<file path="src/hw/dwc_pkg.sv">
// Behaviour
// - Command 29h turns the panel output on; frame memory and status untouched.
// - Display-on while already on changes nothing.
// - All resets hold the panel output off until display-on arrives.
// - Display-on only changes panel drive; frame memory is preserved.
// - Command with select low, read strobe high, taken on write strobe rise.
// - Command 2Ah loads column window bounds; no status bits change.
// - Column parameters: start msb, start low byte, end msb, end low byte.
// - A column bound beyond frame memory is dropped; old value kept.
// - Hardware reset: column start 0, column end 013Fh.
// - Software reset: column start 0, end 013Fh or 01DFh per exchange bit.
// - Command 2Bh loads page window bounds; no status bits change.
// - Page parameters: start msb, start low byte, end msb, end low byte.
// - A page bound beyond frame memory is dropped; old value kept.
// - Hardware reset: page start 0, page end 01DFh.
// - Software reset: page start 0, end 01DFh or 013Fh per exchange bit.
// - These commands are accepted in every operating state.
// - Command 2Ch opens a pixel stream; each data word is one pixel.
// - Exchange 0: column advances, wraps to start, then page advances.
// - Exchange 1: page advances, wraps to start, then column advances.
// - Pixels beyond the window are dropped; a new command ends the stream.
`default_nettype none

package dwc_pkg;

  // ---------------------------------------------------------------
  // Widths
  // ---------------------------------------------------------------
  localparam int ADDR_W = 9;
  localparam int DATA_W = 18;
  localparam int CMD_W  = 8;

  // ---------------------------------------------------------------
  // Command codes
  // ---------------------------------------------------------------
  localparam logic [CMD_W-1:0] CMD_DISPLAY_ON = 8'h29;
  localparam logic [CMD_W-1:0] CMD_COLUMN_SET = 8'h2a;
  localparam logic [CMD_W-1:0] CMD_PAGE_SET   = 8'h2b;
  localparam logic [CMD_W-1:0] CMD_MEM_WRITE  = 8'h2c;

  // ---------------------------------------------------------------
  // Reset values
  // ---------------------------------------------------------------
  localparam logic [ADDR_W-1:0] START_RESET  = 9'h000;
  localparam logic [ADDR_W-1:0] NARROW_END   = 9'h13f;
  localparam logic [ADDR_W-1:0] WIDE_END     = 9'h1df;

  // ---------------------------------------------------------------
  // Parameter byte positions
  // ---------------------------------------------------------------
  localparam logic [1:0] PARAM_START_HI = 2'h0;
  localparam logic [1:0] PARAM_START_LO = 2'h1;
  localparam logic [1:0] PARAM_END_HI   = 2'h2;
  localparam logic [1:0] PARAM_END_LO   = 2'h3;
  localparam int         MSB_BIT        = 0;

  typedef enum logic [1:0] {
    DWC_IDLE,
    DWC_COLUMN,
    DWC_PAGE,
    DWC_STREAM
  } dwc_phase_t;

  typedef struct packed {
    logic              wr_prev;
    dwc_phase_t        phase;
    logic [1:0]        param_idx;
    logic              hi_bit;
    logic [ADDR_W-1:0] pend_start;
    logic              pend_start_ok;
    logic              disp_on;
    logic [ADDR_W-1:0] col_start;
    logic [ADDR_W-1:0] col_end;
    logic [ADDR_W-1:0] page_start;
    logic [ADDR_W-1:0] page_end;
    logic [ADDR_W-1:0] cur_col;
    logic [ADDR_W-1:0] cur_page;
    logic              win_done;
    logic              pix_valid;
    logic [ADDR_W-1:0] pix_col;
    logic [ADDR_W-1:0] pix_page;
    logic [DATA_W-1:0] pix_data;
  } dwc_state_t;

endpackage : dwc_pkg

`default_nettype wire

</file>
<file path="src/hw/dwc_decoder.sv">
`default_nettype none

module dwc_decoder #(
  parameter int MEM_COLS  = 320,
  parameter int MEM_PAGES = 480
) (
  // Clock and reset
  input  wire logic                       core_clk,
  input  wire logic                       srst,
  // Host parallel port
  input  wire logic                       chip_select_n,
  input  wire logic                       data_command_select,
  input  wire logic                       read_strobe_n,
  input  wire logic                       write_strobe_n,
  input  wire logic [dwc_pkg::DATA_W-1:0] host_data,
  // Control from the rest of the device
  input  wire logic                       soft_reset,
  input  wire logic                       row_column_exchange_bit,
  // Panel and window state
  output logic                            display_on,
  output logic      [dwc_pkg::ADDR_W-1:0] column_start,
  output logic      [dwc_pkg::ADDR_W-1:0] column_end,
  output logic      [dwc_pkg::ADDR_W-1:0] page_start,
  output logic      [dwc_pkg::ADDR_W-1:0] page_end,
  output logic                            stream_open,
  // Frame memory write port
  output logic                            pixel_valid,
  output logic      [dwc_pkg::ADDR_W-1:0] pixel_column,
  output logic      [dwc_pkg::ADDR_W-1:0] pixel_page,
  output logic      [dwc_pkg::DATA_W-1:0] pixel_data
);
  import dwc_pkg::*;

  localparam logic [ADDR_W:0] COL_LIMIT  = (ADDR_W+1)'(MEM_COLS);
  localparam logic [ADDR_W:0] PAGE_LIMIT = (ADDR_W+1)'(MEM_PAGES);

  // ---------------------------------------------------------------
  // Helpers
  // ---------------------------------------------------------------
  // Bound fits inside the implemented frame memory on this axis
  function automatic logic bound_ok(input logic [ADDR_W-1:0] v,
                                    input logic [ADDR_W:0]   lim);
    bound_ok = {1'b0, v} < lim;
  endfunction : bound_ok

  function automatic logic [ADDR_W-1:0] join_bound(input logic              hi,
                                                   input logic [CMD_W-1:0] lo);
    join_bound = {hi, lo};
  endfunction : join_bound

  // Next address along one axis; shared by both scan orders
  function automatic logic [ADDR_W-1:0] step_addr(input logic [ADDR_W-1:0] a);
    step_addr = a + ADDR_W'(1);
  endfunction : step_addr

  dwc_state_t q;
  dwc_state_t d;

  logic              strobe;
  logic              cmd_strobe;
  logic              data_strobe;
  logic [CMD_W-1:0]  byte_in;
  logic [ADDR_W-1:0] bound_in;
  logic [ADDR_W:0]   col_lim;
  logic [ADDR_W:0]   page_lim;
  logic              col_last;
  logic              page_last;

  // ---------------------------------------------------------------
  // Strobe decode
  // ---------------------------------------------------------------
  assign strobe      = write_strobe_n && !q.wr_prev && !chip_select_n
                       && read_strobe_n;
  assign cmd_strobe  = strobe && !data_command_select;
  assign data_strobe = strobe && data_command_select;
  assign byte_in     = host_data[CMD_W-1:0];
  assign bound_in    = join_bound(q.hi_bit, byte_in);
  // Axes swap their extent when rows and columns are exchanged
  assign col_lim     = row_column_exchange_bit ? PAGE_LIMIT : COL_LIMIT;
  assign page_lim    = row_column_exchange_bit ? COL_LIMIT : PAGE_LIMIT;
  assign col_last    = q.cur_col == q.col_end;
  assign page_last   = q.cur_page == q.page_end;

  // ---------------------------------------------------------------
  // Next state
  // ---------------------------------------------------------------
  always_comb begin
    d           = q;
    d.wr_prev   = write_strobe_n;
    d.pix_valid = 1'b0;

    if (cmd_strobe) begin
      // Any command ends a stream and drops a partial parameter set
      d.phase     = DWC_IDLE;
      d.param_idx = PARAM_START_HI;
      case (byte_in)
        CMD_DISPLAY_ON: begin
          d.disp_on = 1'b1;
        end
        CMD_COLUMN_SET: begin
          d.phase = DWC_COLUMN;
        end
        CMD_PAGE_SET: begin
          d.phase = DWC_PAGE;
        end
        CMD_MEM_WRITE: begin
          d.phase    = DWC_STREAM;
          d.cur_col  = q.col_start;
          d.cur_page = q.page_start;
          d.win_done = 1'b0;
        end
        default: begin
          d.phase = DWC_IDLE;
        end
      endcase
    end else if (data_strobe) begin
      case (q.phase)
        DWC_COLUMN, DWC_PAGE: begin
          d.param_idx = q.param_idx + 2'h1;
          case (q.param_idx)
            PARAM_START_HI, PARAM_END_HI: begin
              d.hi_bit = byte_in[MSB_BIT];
            end
            PARAM_START_LO: begin
              d.pend_start    = bound_in;
              d.pend_start_ok = bound_ok(bound_in,
                                         q.phase == DWC_COLUMN ? col_lim : page_lim);
            end
            default: begin
              // Both bounds commit together, each only if in range
              d.phase = DWC_IDLE;
              if (q.phase == DWC_COLUMN) begin
                if (q.pend_start_ok) begin
                  d.col_start = q.pend_start;
                end
                if (bound_ok(bound_in, col_lim)) begin
                  d.col_end = bound_in;
                end
              end else begin
                if (q.pend_start_ok) begin
                  d.page_start = q.pend_start;
                end
                if (bound_ok(bound_in, page_lim)) begin
                  d.page_end = bound_in;
                end
              end
            end
          endcase
        end
        DWC_STREAM: begin
          if (!q.win_done) begin
            d.pix_valid = 1'b1;
            d.pix_col   = q.cur_col;
            d.pix_page  = q.cur_page;
            d.pix_data  = host_data;
            if (!row_column_exchange_bit) begin
              if (col_last) begin
                d.cur_col = q.col_start;
                if (page_last) begin
                  d.win_done = 1'b1;
                end else begin
                  d.cur_page = step_addr(q.cur_page);
                end
              end else begin
                d.cur_col = step_addr(q.cur_col);
              end
            end else begin
              if (page_last) begin
                d.cur_page = q.page_start;
                if (col_last) begin
                  d.win_done = 1'b1;
                end else begin
                  d.cur_col = step_addr(q.cur_col);
                end
              end else begin
                d.cur_page = step_addr(q.cur_page);
              end
            end
          end
        end
        default: begin
          d.phase = DWC_IDLE;
        end
      endcase
    end

    if (soft_reset) begin
      d.phase      = DWC_IDLE;
      d.param_idx  = PARAM_START_HI;
      d.disp_on    = 1'b0;
      d.col_start  = START_RESET;
      d.col_end    = row_column_exchange_bit ? WIDE_END : NARROW_END;
      d.page_start = START_RESET;
      d.page_end   = row_column_exchange_bit ? NARROW_END : WIDE_END;
      d.pix_valid  = 1'b0;
    end
  end

  // ---------------------------------------------------------------
  // State register
  // ---------------------------------------------------------------
  always_ff @(posedge core_clk) begin
    if (srst) begin
      q               <= '0;
      q.wr_prev       <= 1'b1;
      q.phase         <= DWC_IDLE;
      q.disp_on       <= 1'b0;
      q.col_start     <= START_RESET;
      q.col_end       <= NARROW_END;
      q.page_start    <= START_RESET;
      q.page_end      <= WIDE_END;
      q.win_done      <= 1'b1;
    end else begin
      q <= d;
    end
  end

  // ---------------------------------------------------------------
  // Outputs
  // ---------------------------------------------------------------
  assign display_on   = q.disp_on;
  assign column_start = q.col_start;
  assign column_end   = q.col_end;
  assign page_start   = q.page_start;
  assign page_end     = q.page_end;
  assign stream_open  = q.phase == DWC_STREAM;
  assign pixel_valid  = q.pix_valid;
  assign pixel_column = q.pix_col;
  assign pixel_page   = q.pix_page;
  assign pixel_data   = q.pix_data;

endmodule : dwc_decoder

`default_nettype wire

</file>
<file path="config.mk">
export PLATFORM = sky130hd
export DESIGN_NAME = dwc_decoder
export DESIGN_NICKNAME = d
export VERILOG_FILES = /design/src/hw/dwc_pkg.sv /design/src/hw/dwc_decoder.sv
export SDC_FILE = /design/constraint.sdc
export NUM_CORES = 1
export LEC_CHECK = 0
export ABC_CLOCK_PERIOD_IN_PS = 5300
export BUFFER_PORTS_ARGS = -buffer_cell sky130_fd_sc_hd__clkbuf_2
export CAP_MARGIN = 10
export CORE_MARGIN = 5
export CORE_UTILIZATION = 40
export CTS_CLUSTER_DIAMETER = 80
export DETAILED_ROUTE_END_ITERATION = 6
export PLACE_DENSITY_LB_ADDON = 0.15
export RECOVER_POWER = 100
export SLEW_MARGIN = 10
export SYNTH_ARGS = -nofsm -noshare
export SYNTH_HDL_FRONTEND = slang
export SYNTH_SLANG_ARGS = --single-unit
</file>
<file path="constraint.sdc">
create_clock -name core_clk -period 5.3 [get_ports core_clk]
set_clock_uncertainty 0.05 [all_clocks]
set_input_delay 0.53 -clock core_clk [delete_from_list [all_inputs] [get_ports core_clk]]
set_output_delay 0.53 -clock core_clk [all_outputs]
set_load 0.005 [all_outputs]
</file>
==> results of run 1 <==
state kept, by name (all words and copies together), names as in the netlist, 9 cells and up:
signal and count:
pixel_column 9, pixel_data 18, page_end 9, column_end 9
q 34, pixel_page 9, column_start 9, page_start 9
kinds of logic after synthesis:
logic type / Yosys count / share of synthesized area (%)
xor gates and xnor gates: 23 / 3.611
AOI/OAI and AO/OA: 134 / 15.59
adders and majority gates: 12 / 2.692
and+or+nand+nor: 232 / 20.21
buffers and inverters: 128 / 13.86
muxes: 27 / 4.912
DFF: 109 / 39.12
routing by layer:
metal  global-route usage (%)  vias to the layer above  routed length [um]
met3                    3.375                       26                 856
met4                    6.617                        0                 338
met2                    31.52                      143                7325
met5                        0                        -                   0
met1                    25.19                     2229                7142
li1                         -                     2236                   -
worst register-to-register path, cell delays in order (launching register included):
cell and delay (ps):
dfxtp_1 400, ha_1 260, nand3b_1 110, nor2_1 1040, clkbuf_1 810, nand2_1 270, o22ai_2 440, a221oi_1 180
a211oi_1 220
layout make-up:
type,instances,area [sq um],share of cell area [%]
clock buffers,13,250.2,4.304
clock inverters,3,28.78,0.4949
inverters,18,67.56,1.162
multi-input cells,428,2605,44.80
flip-flops and latches,109,2182,37.53
well taps,180,225.2,3.873
repair buffers,102,455.4,7.833
Yosys cell counts, drive strengths merged (10+ instances only):
library cell | n | area [sq um]
a21oi | 62 | 310.3
and3 | 10 | 67.56
buf | 87 | 619.3
clkbuf | 23 | 86.33
dfxtp | 109 | 2182
ha | 12 | 150.1
inv | 18 | 67.56
mux2i | 24 | 240.2
nand2 | 118 | 442.9
nand3 | 22 | 115.1
nor2 | 38 | 145.1
nor3 | 14 | 86.34
o211ai | 17 | 127.6
o21ai | 12 | 63.81
xnor2 | 11 | 96.34
xor2 | 12 | 105.1
worst paths after layout:
path,start,endpoint,slack [ps],depth (start not counted)
hold reg to reg,pixel_page[6]$_SDFFE_PP0P_,pixel_page[6]$_SDFFE_PP0P_,400,2
hold / removal,host_data[8],pixel_data[8]$_SDFFE_PP0P_,340,3
setup reg to reg,q[106]$_SDFFE_PP0P_,q[38]$_SDFFE_PP0P_,1430,8
setup / recovery,q[106]$_SDFFE_PP0P_,q[38]$_SDFFE_PP0P_,1430,8
through the flow:
stage / hold slack (ps) / utilization [%] / setup slack, ps / cells
global placement: 391.9 / 40.77 / 2303 / 837
detailed placement: 397.0 / 40.77 / 2183 / 837
CTS: 334.6 / 42.80 / 2341 / 853
global route: 340.9 / 42.21 / 1138 / 853
floorplan: 374.2 / - / 3114 / 665
finish: 343.4 / 42.21 / 1428 / 853
power groups by stage:
stage	clock network (mW)	registers, mW	logic (mW)
2_1_floorplan	0	0.843	0.0372
3_3_place_gp	0	0.846	0.0588
3_5_place_dp	0	0.846	0.0599
4_1_cts	0.666	0.826	0.0600
5_1_grt	0.699	0.827	0.0652
6_report	0.652	0.826	0.0594
layout by cell type (no fill, tap or decap), types with 9 or more instances in the layout:
| master | count |
|---|---|
| nor3_1 | 13 |
| dfxtp_1 | 109 |
| clkbuf_1 | 49 |
| mux2i_1 | 24 |
| nand3_1 | 21 |
| clkbuf_16 | 9 |
| clkbuf_2 | 55 |
| ha_1 | 12 |
| nand2_1 | 118 |
| a21oi_1 | 62 |
| o211ai_1 | 17 |
| nor2_1 | 37 |
| xor2_1 | 12 |
| and3_1 | 9 |
| o21ai_0 | 9 |
| xnor2_1 | 11 |
| inv_1 | 17 |
==> impl_metrics.tcl, run 1 <==
set metrics [dict create \
    status "complete, but fails checks" \
    final_max_slew_viol_count 20 \
    power_density_nw_per_um2 264.4 \
    critPathMaxFanout 23 \
    hold_class "input pin to flip-flop" \
    cts_max_path_buffers 2 \
    fin_nets 706 \
    filler_cell_count 1454 \
    gr-total-overflow 0 \
    die_y_um 128.1 \
    path_buf_inv 1 \
    vdd_drop_max_mv 0.1415 \
    wl_um 15660 \
    io_buffers 100 \
    cpLargestDelayFamily "simple AND/OR/NAND/NOR gates" \
    post-dp-hpwl_um 11330 \
    io_pins 101 \
    cts_buffers 9 \
    dieArea_sq_um 16410 \
    synth_edf_count 0 \
    cts_resized 0 \
    dpl_cell_area_sq_um 5615 \
    required_ps 5520 \
    drc_errors 0 \
    vias 4634 \
    rows 43 \
    drv_cap 1 \
    fin_area_sq_um 5814 \
    violations "capacitance limit, slew limit" \
    first_global_vias 4470 \
    finalHoldViolCount 0 \
    p_seq_share_pct 53.8 \
    antenna_found_initial 0 \
    grt_use_total_pct 19.11 \
    cts-htree-levels 3 \
    finalSetupViolations 0 \
    ant_nets 0 \
    start_util_pct 40.50 \
    path_cells "ha_1 > nand3b_1 > nor2_1 > clkbuf_1 > nand2_1 > o22ai_2 > a221oi_1 > a211oi_1" \
    p_comb_share_pct 3.9 \
    root_buffer "clkbuf_16" \
    arrival_ps 4090 \
    fmax_ghz 0.2582 \
    via_per_inst 5.433 \
    first_iter_violations 356 \
    async_flop_share_pct 0 \
    end_kind "flip-flop" \
    p_switching_mw 0.3578 \
    ys_types 60 \
    firstDrtPassIters 5 \
    internal-power_mw 1.179 \
    path_class "flip-flop to flip-flop" \
    grt_pass1_wl_um 24560 \
    syn_to_final_growth_pct 4.240 \
    place_congestion 0.8887 \
    ys.warnings.count 0 \
    max_stage_delay_ps 1040 \
    cts_tree "yes" \
    period_needed_ps 3872 \
    syn_area_per_cell_sq_um 8.388 \
    critPathLaunchType "flip-flop" \
    synth_nets 703 \
    cts_sinks 109 \
    yosysSeqAreaShare_pct 39.12 \
    die_w_um 128.1 \
    p_clk_share_pct 42.4 \
    diodes 0 \
    clk_latency_ps 350 \
    p_sw_share_pct 23.28 \
    syn_inst 665 \
    wl_per_cell_um 18.36 \
    core_area_sq_um 13770 \
    cp_slowest_cell "nor2_1" \
    fin_tns_setup_ps 0 \
    slew_headroom_pct -30.63 \
    cts_setup_buffers 0 \
    layout-drive-gt1-share_pct 12.48 \
    path_clk_slew_ps 70 \
    rsz0062_at_grt "no" \
    period_share_pct 73.07 \
    syn_area_sq_um 5578 \
    ys.flop_type "dfxtp_1" \
    p_leak_nw 2.216 \
    hold_buffers 0 \
    grt_max_degree 50 \
    finalPower_mw 1.537 \
    tightest_slew_ps 1945 \
    yosys_register_bits 109 \
]
Power figures use the tool's default switching activity.
==> inputs of run 2 (changes only) <==
--- a/config.mk
+++ b/config.mk
@@ -5,7 +5,7 @@
 export SDC_FILE = /design/constraint.sdc
 export NUM_CORES = 1
 export LEC_CHECK = 0
-export ABC_CLOCK_PERIOD_IN_PS = 5300
+export ABC_CLOCK_PERIOD_IN_PS = 4000
 export BUFFER_PORTS_ARGS = -buffer_cell sky130_fd_sc_hd__clkbuf_2
 export CAP_MARGIN = 10
 export CORE_MARGIN = 5
==> constraint.sdc (replaced) <==
create_clock -name core_clk -period 4 [get_ports core_clk]
set_clock_uncertainty 0.05 [all_clocks]
set_input_delay 0.4 -clock core_clk [delete_from_list [all_inputs] [get_ports core_clk]]
set_output_delay 0.4 -clock core_clk [all_outputs]
set_load 0.005 [all_outputs]
==> impl_metrics.tcl, run 2 (synthesized netlist as in run 1, its figures left out) <==
set metrics [dict create \
    status "complete, no violations" \
    p_switching_mw 0.4652 \
    cts_setup_buffers 0 \
    vdd_drop_max_mv 0.2537 \
    dpl_cell_area_sq_um 5623 \
    p_seq_share_pct 53.8 \
    p_comb_share_pct 3.8 \
    use_met2_pct 31.15 \
    cts_buffers 9 \
    path_class "flip-flop to flip-flop" \
    grt_use_total_pct 19.20 \
    critPathLaunchType "flip-flop" \
    wl_per_cell_um 18.22 \
    vias 4608 \
    multiInputGateArea_sq_um 2599 \
    place_congestion 0.8713 \
    finalPower_mw 2.037 \
    root_buffer "clkbuf_16" \
    power_density_nw_per_um2 350.6 \
    layout_setup_ws_ps 956.9 \
    rows 43 \
    final_max_slew_viol_count 0 \
    hold_class "input pin to flip-flop" \
    first_iter_violations 337 \
    regMostFlops "q" \
    start_util_pct 40.50 \
    p_leak_nw 2.216 \
    rsz0062_at_grt "no" \
    finalHoldViolCount 0 \
    seq_area_sq_um 2182 \
    path_clk_slew_ps 70 \
    cts-htree-levels 3 \
    critPathMaxFanout 19 \
    finish.utilization_pct 42.19 \
    final_common_cell "nand2_1" \
    cts_tree "yes" \
    grt_use_met1_pct 25.64 \
    filler_cell_count 1492 \
    firstDrtPassIters 4 \
    fin_area_sq_um 5811 \
    end_kind "flip-flop" \
    via_per_inst 5.402 \
    dieArea_sq_um 16410 \
    first_global_vias 4514 \
    post-dp-hpwl_um 11500 \
    grt_max_degree 47 \
    dp_slack_ps 1203 \
    timing.rr.end "column_end[7]$_SDFFE_PP0P_" \
    ant_nets 0 \
    largest_reg_flops 34 \
    met3_usage_pct 3.292 \
    die_y_um 128.1 \
    grt_busiest_layer "met2" \
    internal-power_mw 1.572 \
    hold_buffers 0 \
    fin_tns_setup_ps 0 \
    final_cell_mix "nand2_1 (118), dfxtp_1 (109), a21oi_1 (62)" \
    slew_headroom_pct 6.734 \
    arrival_ps 3240 \
    grt_pass1_wl_um 24850 \
    diodes 0 \
    fin_cells 853 \
    r2r-start "q[107]$_SDFFE_PP0P_" \
    io_pins 101 \
    required_ps 4200 \
    layout-drive-gt1-share_pct 12.04 \
    p_sw_share_pct 22.83 \
    cts_sinks 109 \
    p_clk_share_pct 42.4 \
    cts_resized 0 \
    antenna_found_initial 0 \
    die_w_um 128.1 \
    place_inst 838 \
    r2r_slack_ps 960 \
    period_needed_ps 3043 \
    critPathLaunch "q[107]$_SDFFE_PP0P_" \
    io_buffers 100 \
    fin_nets 707 \
    syn_to_final_growth_pct 4.172 \
    wl_um 15540 \
    hold_slack_ps 211.8 \
    core_area_sq_um 13770 \
    endpoint "column_end[7]$_SDFFE_PP0P_" \
    clk_latency_ps 350 \
    fmax_ghz 0.3286 \
    finalSetupViolations 0 \
    cts_max_path_buffers 2 \
    tightest_slew_ps 1399 \
    gr-total-overflow 0 \
    drc_errors 0 \
    period_share_pct 76.08 \
    rr_worst_depth 7 \
    drv_cap 0 \
]
[run 2: how the worst min path moves through the flow]
stage	startpoint	end	slack, ps	depth (start not counted)
6_report	host_data[10]	pixel_data[10]$_SDFFE_PP0P_	210	3
3_5_place_dp	pixel_data[8]$_SDFFE_PP0P_	pixel_data[8]$_SDFFE_PP0P_	400	2
5_1_grt	host_data[17]	pixel_data[17]$_SDFFE_PP0P_	220	3
4_1_cts	host_data[17]	pixel_data[17]$_SDFFE_PP0P_	200	3
2_1_floorplan	q[37]$_SDFFE_PP1P_	q[37]$_SDFFE_PP1P_	370	2
3_3_place_gp	pixel_data[14]$_SDFFE_PP0P_	pixel_data[14]$_SDFFE_PP0P_	390	2
[run 2: per-layer routing]
metal  routed length [um]  part of all wire (%)
met1                 7016                    45
met2                 7269                    47
met3                  882                   5.7
met4                  371                   2.4
met5                    0                     0
[run 2: layout make-up]
cell class	count	area share (%)
inverters	18	1.163
multi-input cells	428	44.72
clock buffers	11	4.350
well taps	180	3.876
flip-flops and latches	109	37.55
repair buffers	103	7.817
clock inverters	4	0.5168
[run 2: power by group through the flow]
stage	Combinational (mW)	Clock [mW]	Sequential, mW
2_1_floorplan	0.0493	0	1.12
5_1_grt	0.0855	0.934	1.10
3_3_place_gp	0.0763	0	1.12
3_5_place_dp	0.0780	0	1.12
4_1_cts	0.0783	0.885	1.10
6_report	0.0772	0.864	1.10
[run 2: worst max-delay path, stage by stage, from the launching register on]
cell,delay (ps)
dfxtp_1,360
inv_1,70
ha_1,320
nor3_4,590
and2_0,420
nand3_1,480
mux2_1,480
o21a_1,170
==> inputs of run 3 (changes only) <==
--- a/config.mk
+++ b/config.mk
@@ -5,7 +5,7 @@
 export SDC_FILE = /design/constraint.sdc
 export NUM_CORES = 1
 export LEC_CHECK = 0
-export ABC_CLOCK_PERIOD_IN_PS = 4000
+export ABC_CLOCK_PERIOD_IN_PS = 2900
 export BUFFER_PORTS_ARGS = -buffer_cell sky130_fd_sc_hd__clkbuf_2
 export CAP_MARGIN = 10
 export CORE_MARGIN = 5
==> constraint.sdc (replaced) <==
create_clock -name core_clk -period 2.9 [get_ports core_clk]
set_clock_uncertainty 0.05 [all_clocks]
set_input_delay 0.29 -clock core_clk [delete_from_list [all_inputs] [get_ports core_clk]]
set_output_delay 0.29 -clock core_clk [all_outputs]
set_load 0.005 [all_outputs]
==> impl_metrics.tcl, run 3 (synthesized netlist as in run 1, its figures left out) <==
set metrics [dict create \
    gr-total-overflow 0 \
    max_stage_delay_ps 500 \
    p_sw_share_pct 21.86 \
    core_area_sq_um 13770 \
    cts_resized 0 \
    start_util_pct 40.50 \
    drv_cap 1 \
    dieArea_sq_um 16410 \
    antenna_found_initial 0 \
    wl_per_cell_um 18.45 \
    io_buffers 100 \
    critPathLaunch "q[106]$_SDFFE_PP0P_" \
    rows 43 \
    fin_cells 863 \
    hold_buffers 0 \
    cts_max_path_buffers 2 \
    place_congestion 0.8230 \
    final_max_slew_viol_count 25 \
    root_buffer "clkbuf_16" \
    layout_setup_ws_ps 326.4 \
    slew_headroom_pct -3.355 \
    regMostFlops "q" \
    post-dp-hpwl_um 11870 \
    path_cells "ha_1 > nand3b_1 > or2_2 > clkbuf_2 > nor3_1 > a32o_1" \
    critPathMaxFanout 29 \
    p_leak_nw 2.274 \
    first_global_vias 4403 \
    status "complete, but fails checks" \
    filler_cell_count 1448 \
    arrival_ps 2820 \
    vias 4606 \
    min_from "host_data[17]" \
    cp_slowest_cell "clkbuf_2" \
    p_seq_share_pct 50.8 \
    grt_use_total_pct 19.34 \
    via_per_inst 5.337 \
    diodes 0 \
    syn_to_final_growth_pct 5.877 \
    largest_reg_flops 34 \
    critPathLaunchType "flip-flop" \
    p_switching_mw 0.6497 \
    period_needed_ps 2574 \
    required_ps 3140 \
    multiInputGateArea_sq_um 2594 \
    internal-power_mw 2.323 \
    seq_area_sq_um 2182 \
    drc_errors 0 \
    power_density_nw_per_um2 503.3 \
    violations "capacitance limit, slew limit" \
    finalPower_mw 2.972 \
    first_iter_violations 355 \
    final_common_cell "nand2_1" \
    finalSetupViolations 0 \
    hold_class "input pin to flip-flop" \
    cts_tree "yes" \
    finalHoldViolCount 0 \
    wl_um 15920 \
    place_inst 847 \
    end_kind "flip-flop" \
    grt_pass1_wl_um 24710 \
    clk_latency_ps 360 \
    io_pins 101 \
    tightest_slew_ps 1550 \
    r2r-start "q[106]$_SDFFE_PP0P_" \
    cts-htree-levels 3 \
    p_comb_share_pct 3.6 \
    fin_nets 716 \
    fmax_ghz 0.3886 \
    cts_setup_buffers 0 \
    rsz0062_at_grt "no" \
    finish.utilization_pct 42.88 \
    die_w_um 128.1 \
    grt_max_degree 48 \
    path_clk_slew_ps 70 \
    firstDrtPassIters 5 \
    path_class "flip-flop to flip-flop" \
    vdd_drop_max_mv 0.2510 \
    p_clk_share_pct 45.5 \
    fin_tns_setup_ps 0 \
    die_y_um 128.1 \
    ant_nets 0 \
    dp_slack_ps 317.7 \
    period_share_pct 88.75 \
    layout-drive-gt1-share_pct 13.62 \
    cts_sinks 109 \
    final_cell_mix "nand2_1 (118), dfxtp_1 (109), a21oi_1 (62)" \
    cts_buffers 9 \
]
[run 3: layout make-up]
class,count,area share (%)
Tap cell,180,3.814
Sequential cell,109,36.95
Multi-Input combinational cell,428,43.92
Inverter,18,1.144
Timing Repair Buffer,112,8.665
Clock inverter,5,1.398
Clock buffer,11,4.110
[run 3: routing by layer]
| metal | global-route usage (%) | part of all wire [%] |
|---|---|---|
| met5 | 0 | 0 |
| met4 | 7.990 | 2.6 |
| met3 | 3.417 | 6.1 |
| met2 | 31.08 | 46 |
| met1 | 25.64 | 45 |
[run 3: power by group through the flow]
stage / clock network [mW] / logic (mW) / registers (mW)
floorplan: 0 / 0.0680 / 1.54
global placement: 0 / 0.109 / 1.55
detailed placement: 0 / 0.111 / 1.55
CTS: 1.39 / 0.111 / 1.51
global route: 1.44 / 0.118 / 1.51
finish: 1.35 / 0.108 / 1.51
[run 3: metrics by stage]
step                cell area (sq um)  hold WS (ps)
finish                           5906         97.51
global placement                 5690         391.5
CTS                              6016         89.20
floorplan                        5578         346.6
global route                     5906         104.3
detailed placement               5690         398.7
[run 3: worst paths after layout]
path / end / depth (start not counted) / slack (ps)
worst max-delay path: q[45]$_SDFFE_PP0P_ / 6 / 330
worst min-delay path: pixel_data[17]$_SDFFE_PP0P_ / 3 / 100
worst max register to register: q[45]$_SDFFE_PP0P_ / 6 / 330
worst min register to register: pixel_data[12]$_SDFFE_PP0P_ / 2 / 410
[run 3: critical path, delay by kind of cell, from the launching register on]
family | cells | cell delay [ps]
flip-flops | 1 | 390
buffers and inverters | 1 | 500
AND/OR/NAND/NOR | 3 | 1080
AO/OA/AOI/OAI | 1 | 230
adder cells (fa/ha/maj) | 1 | 230
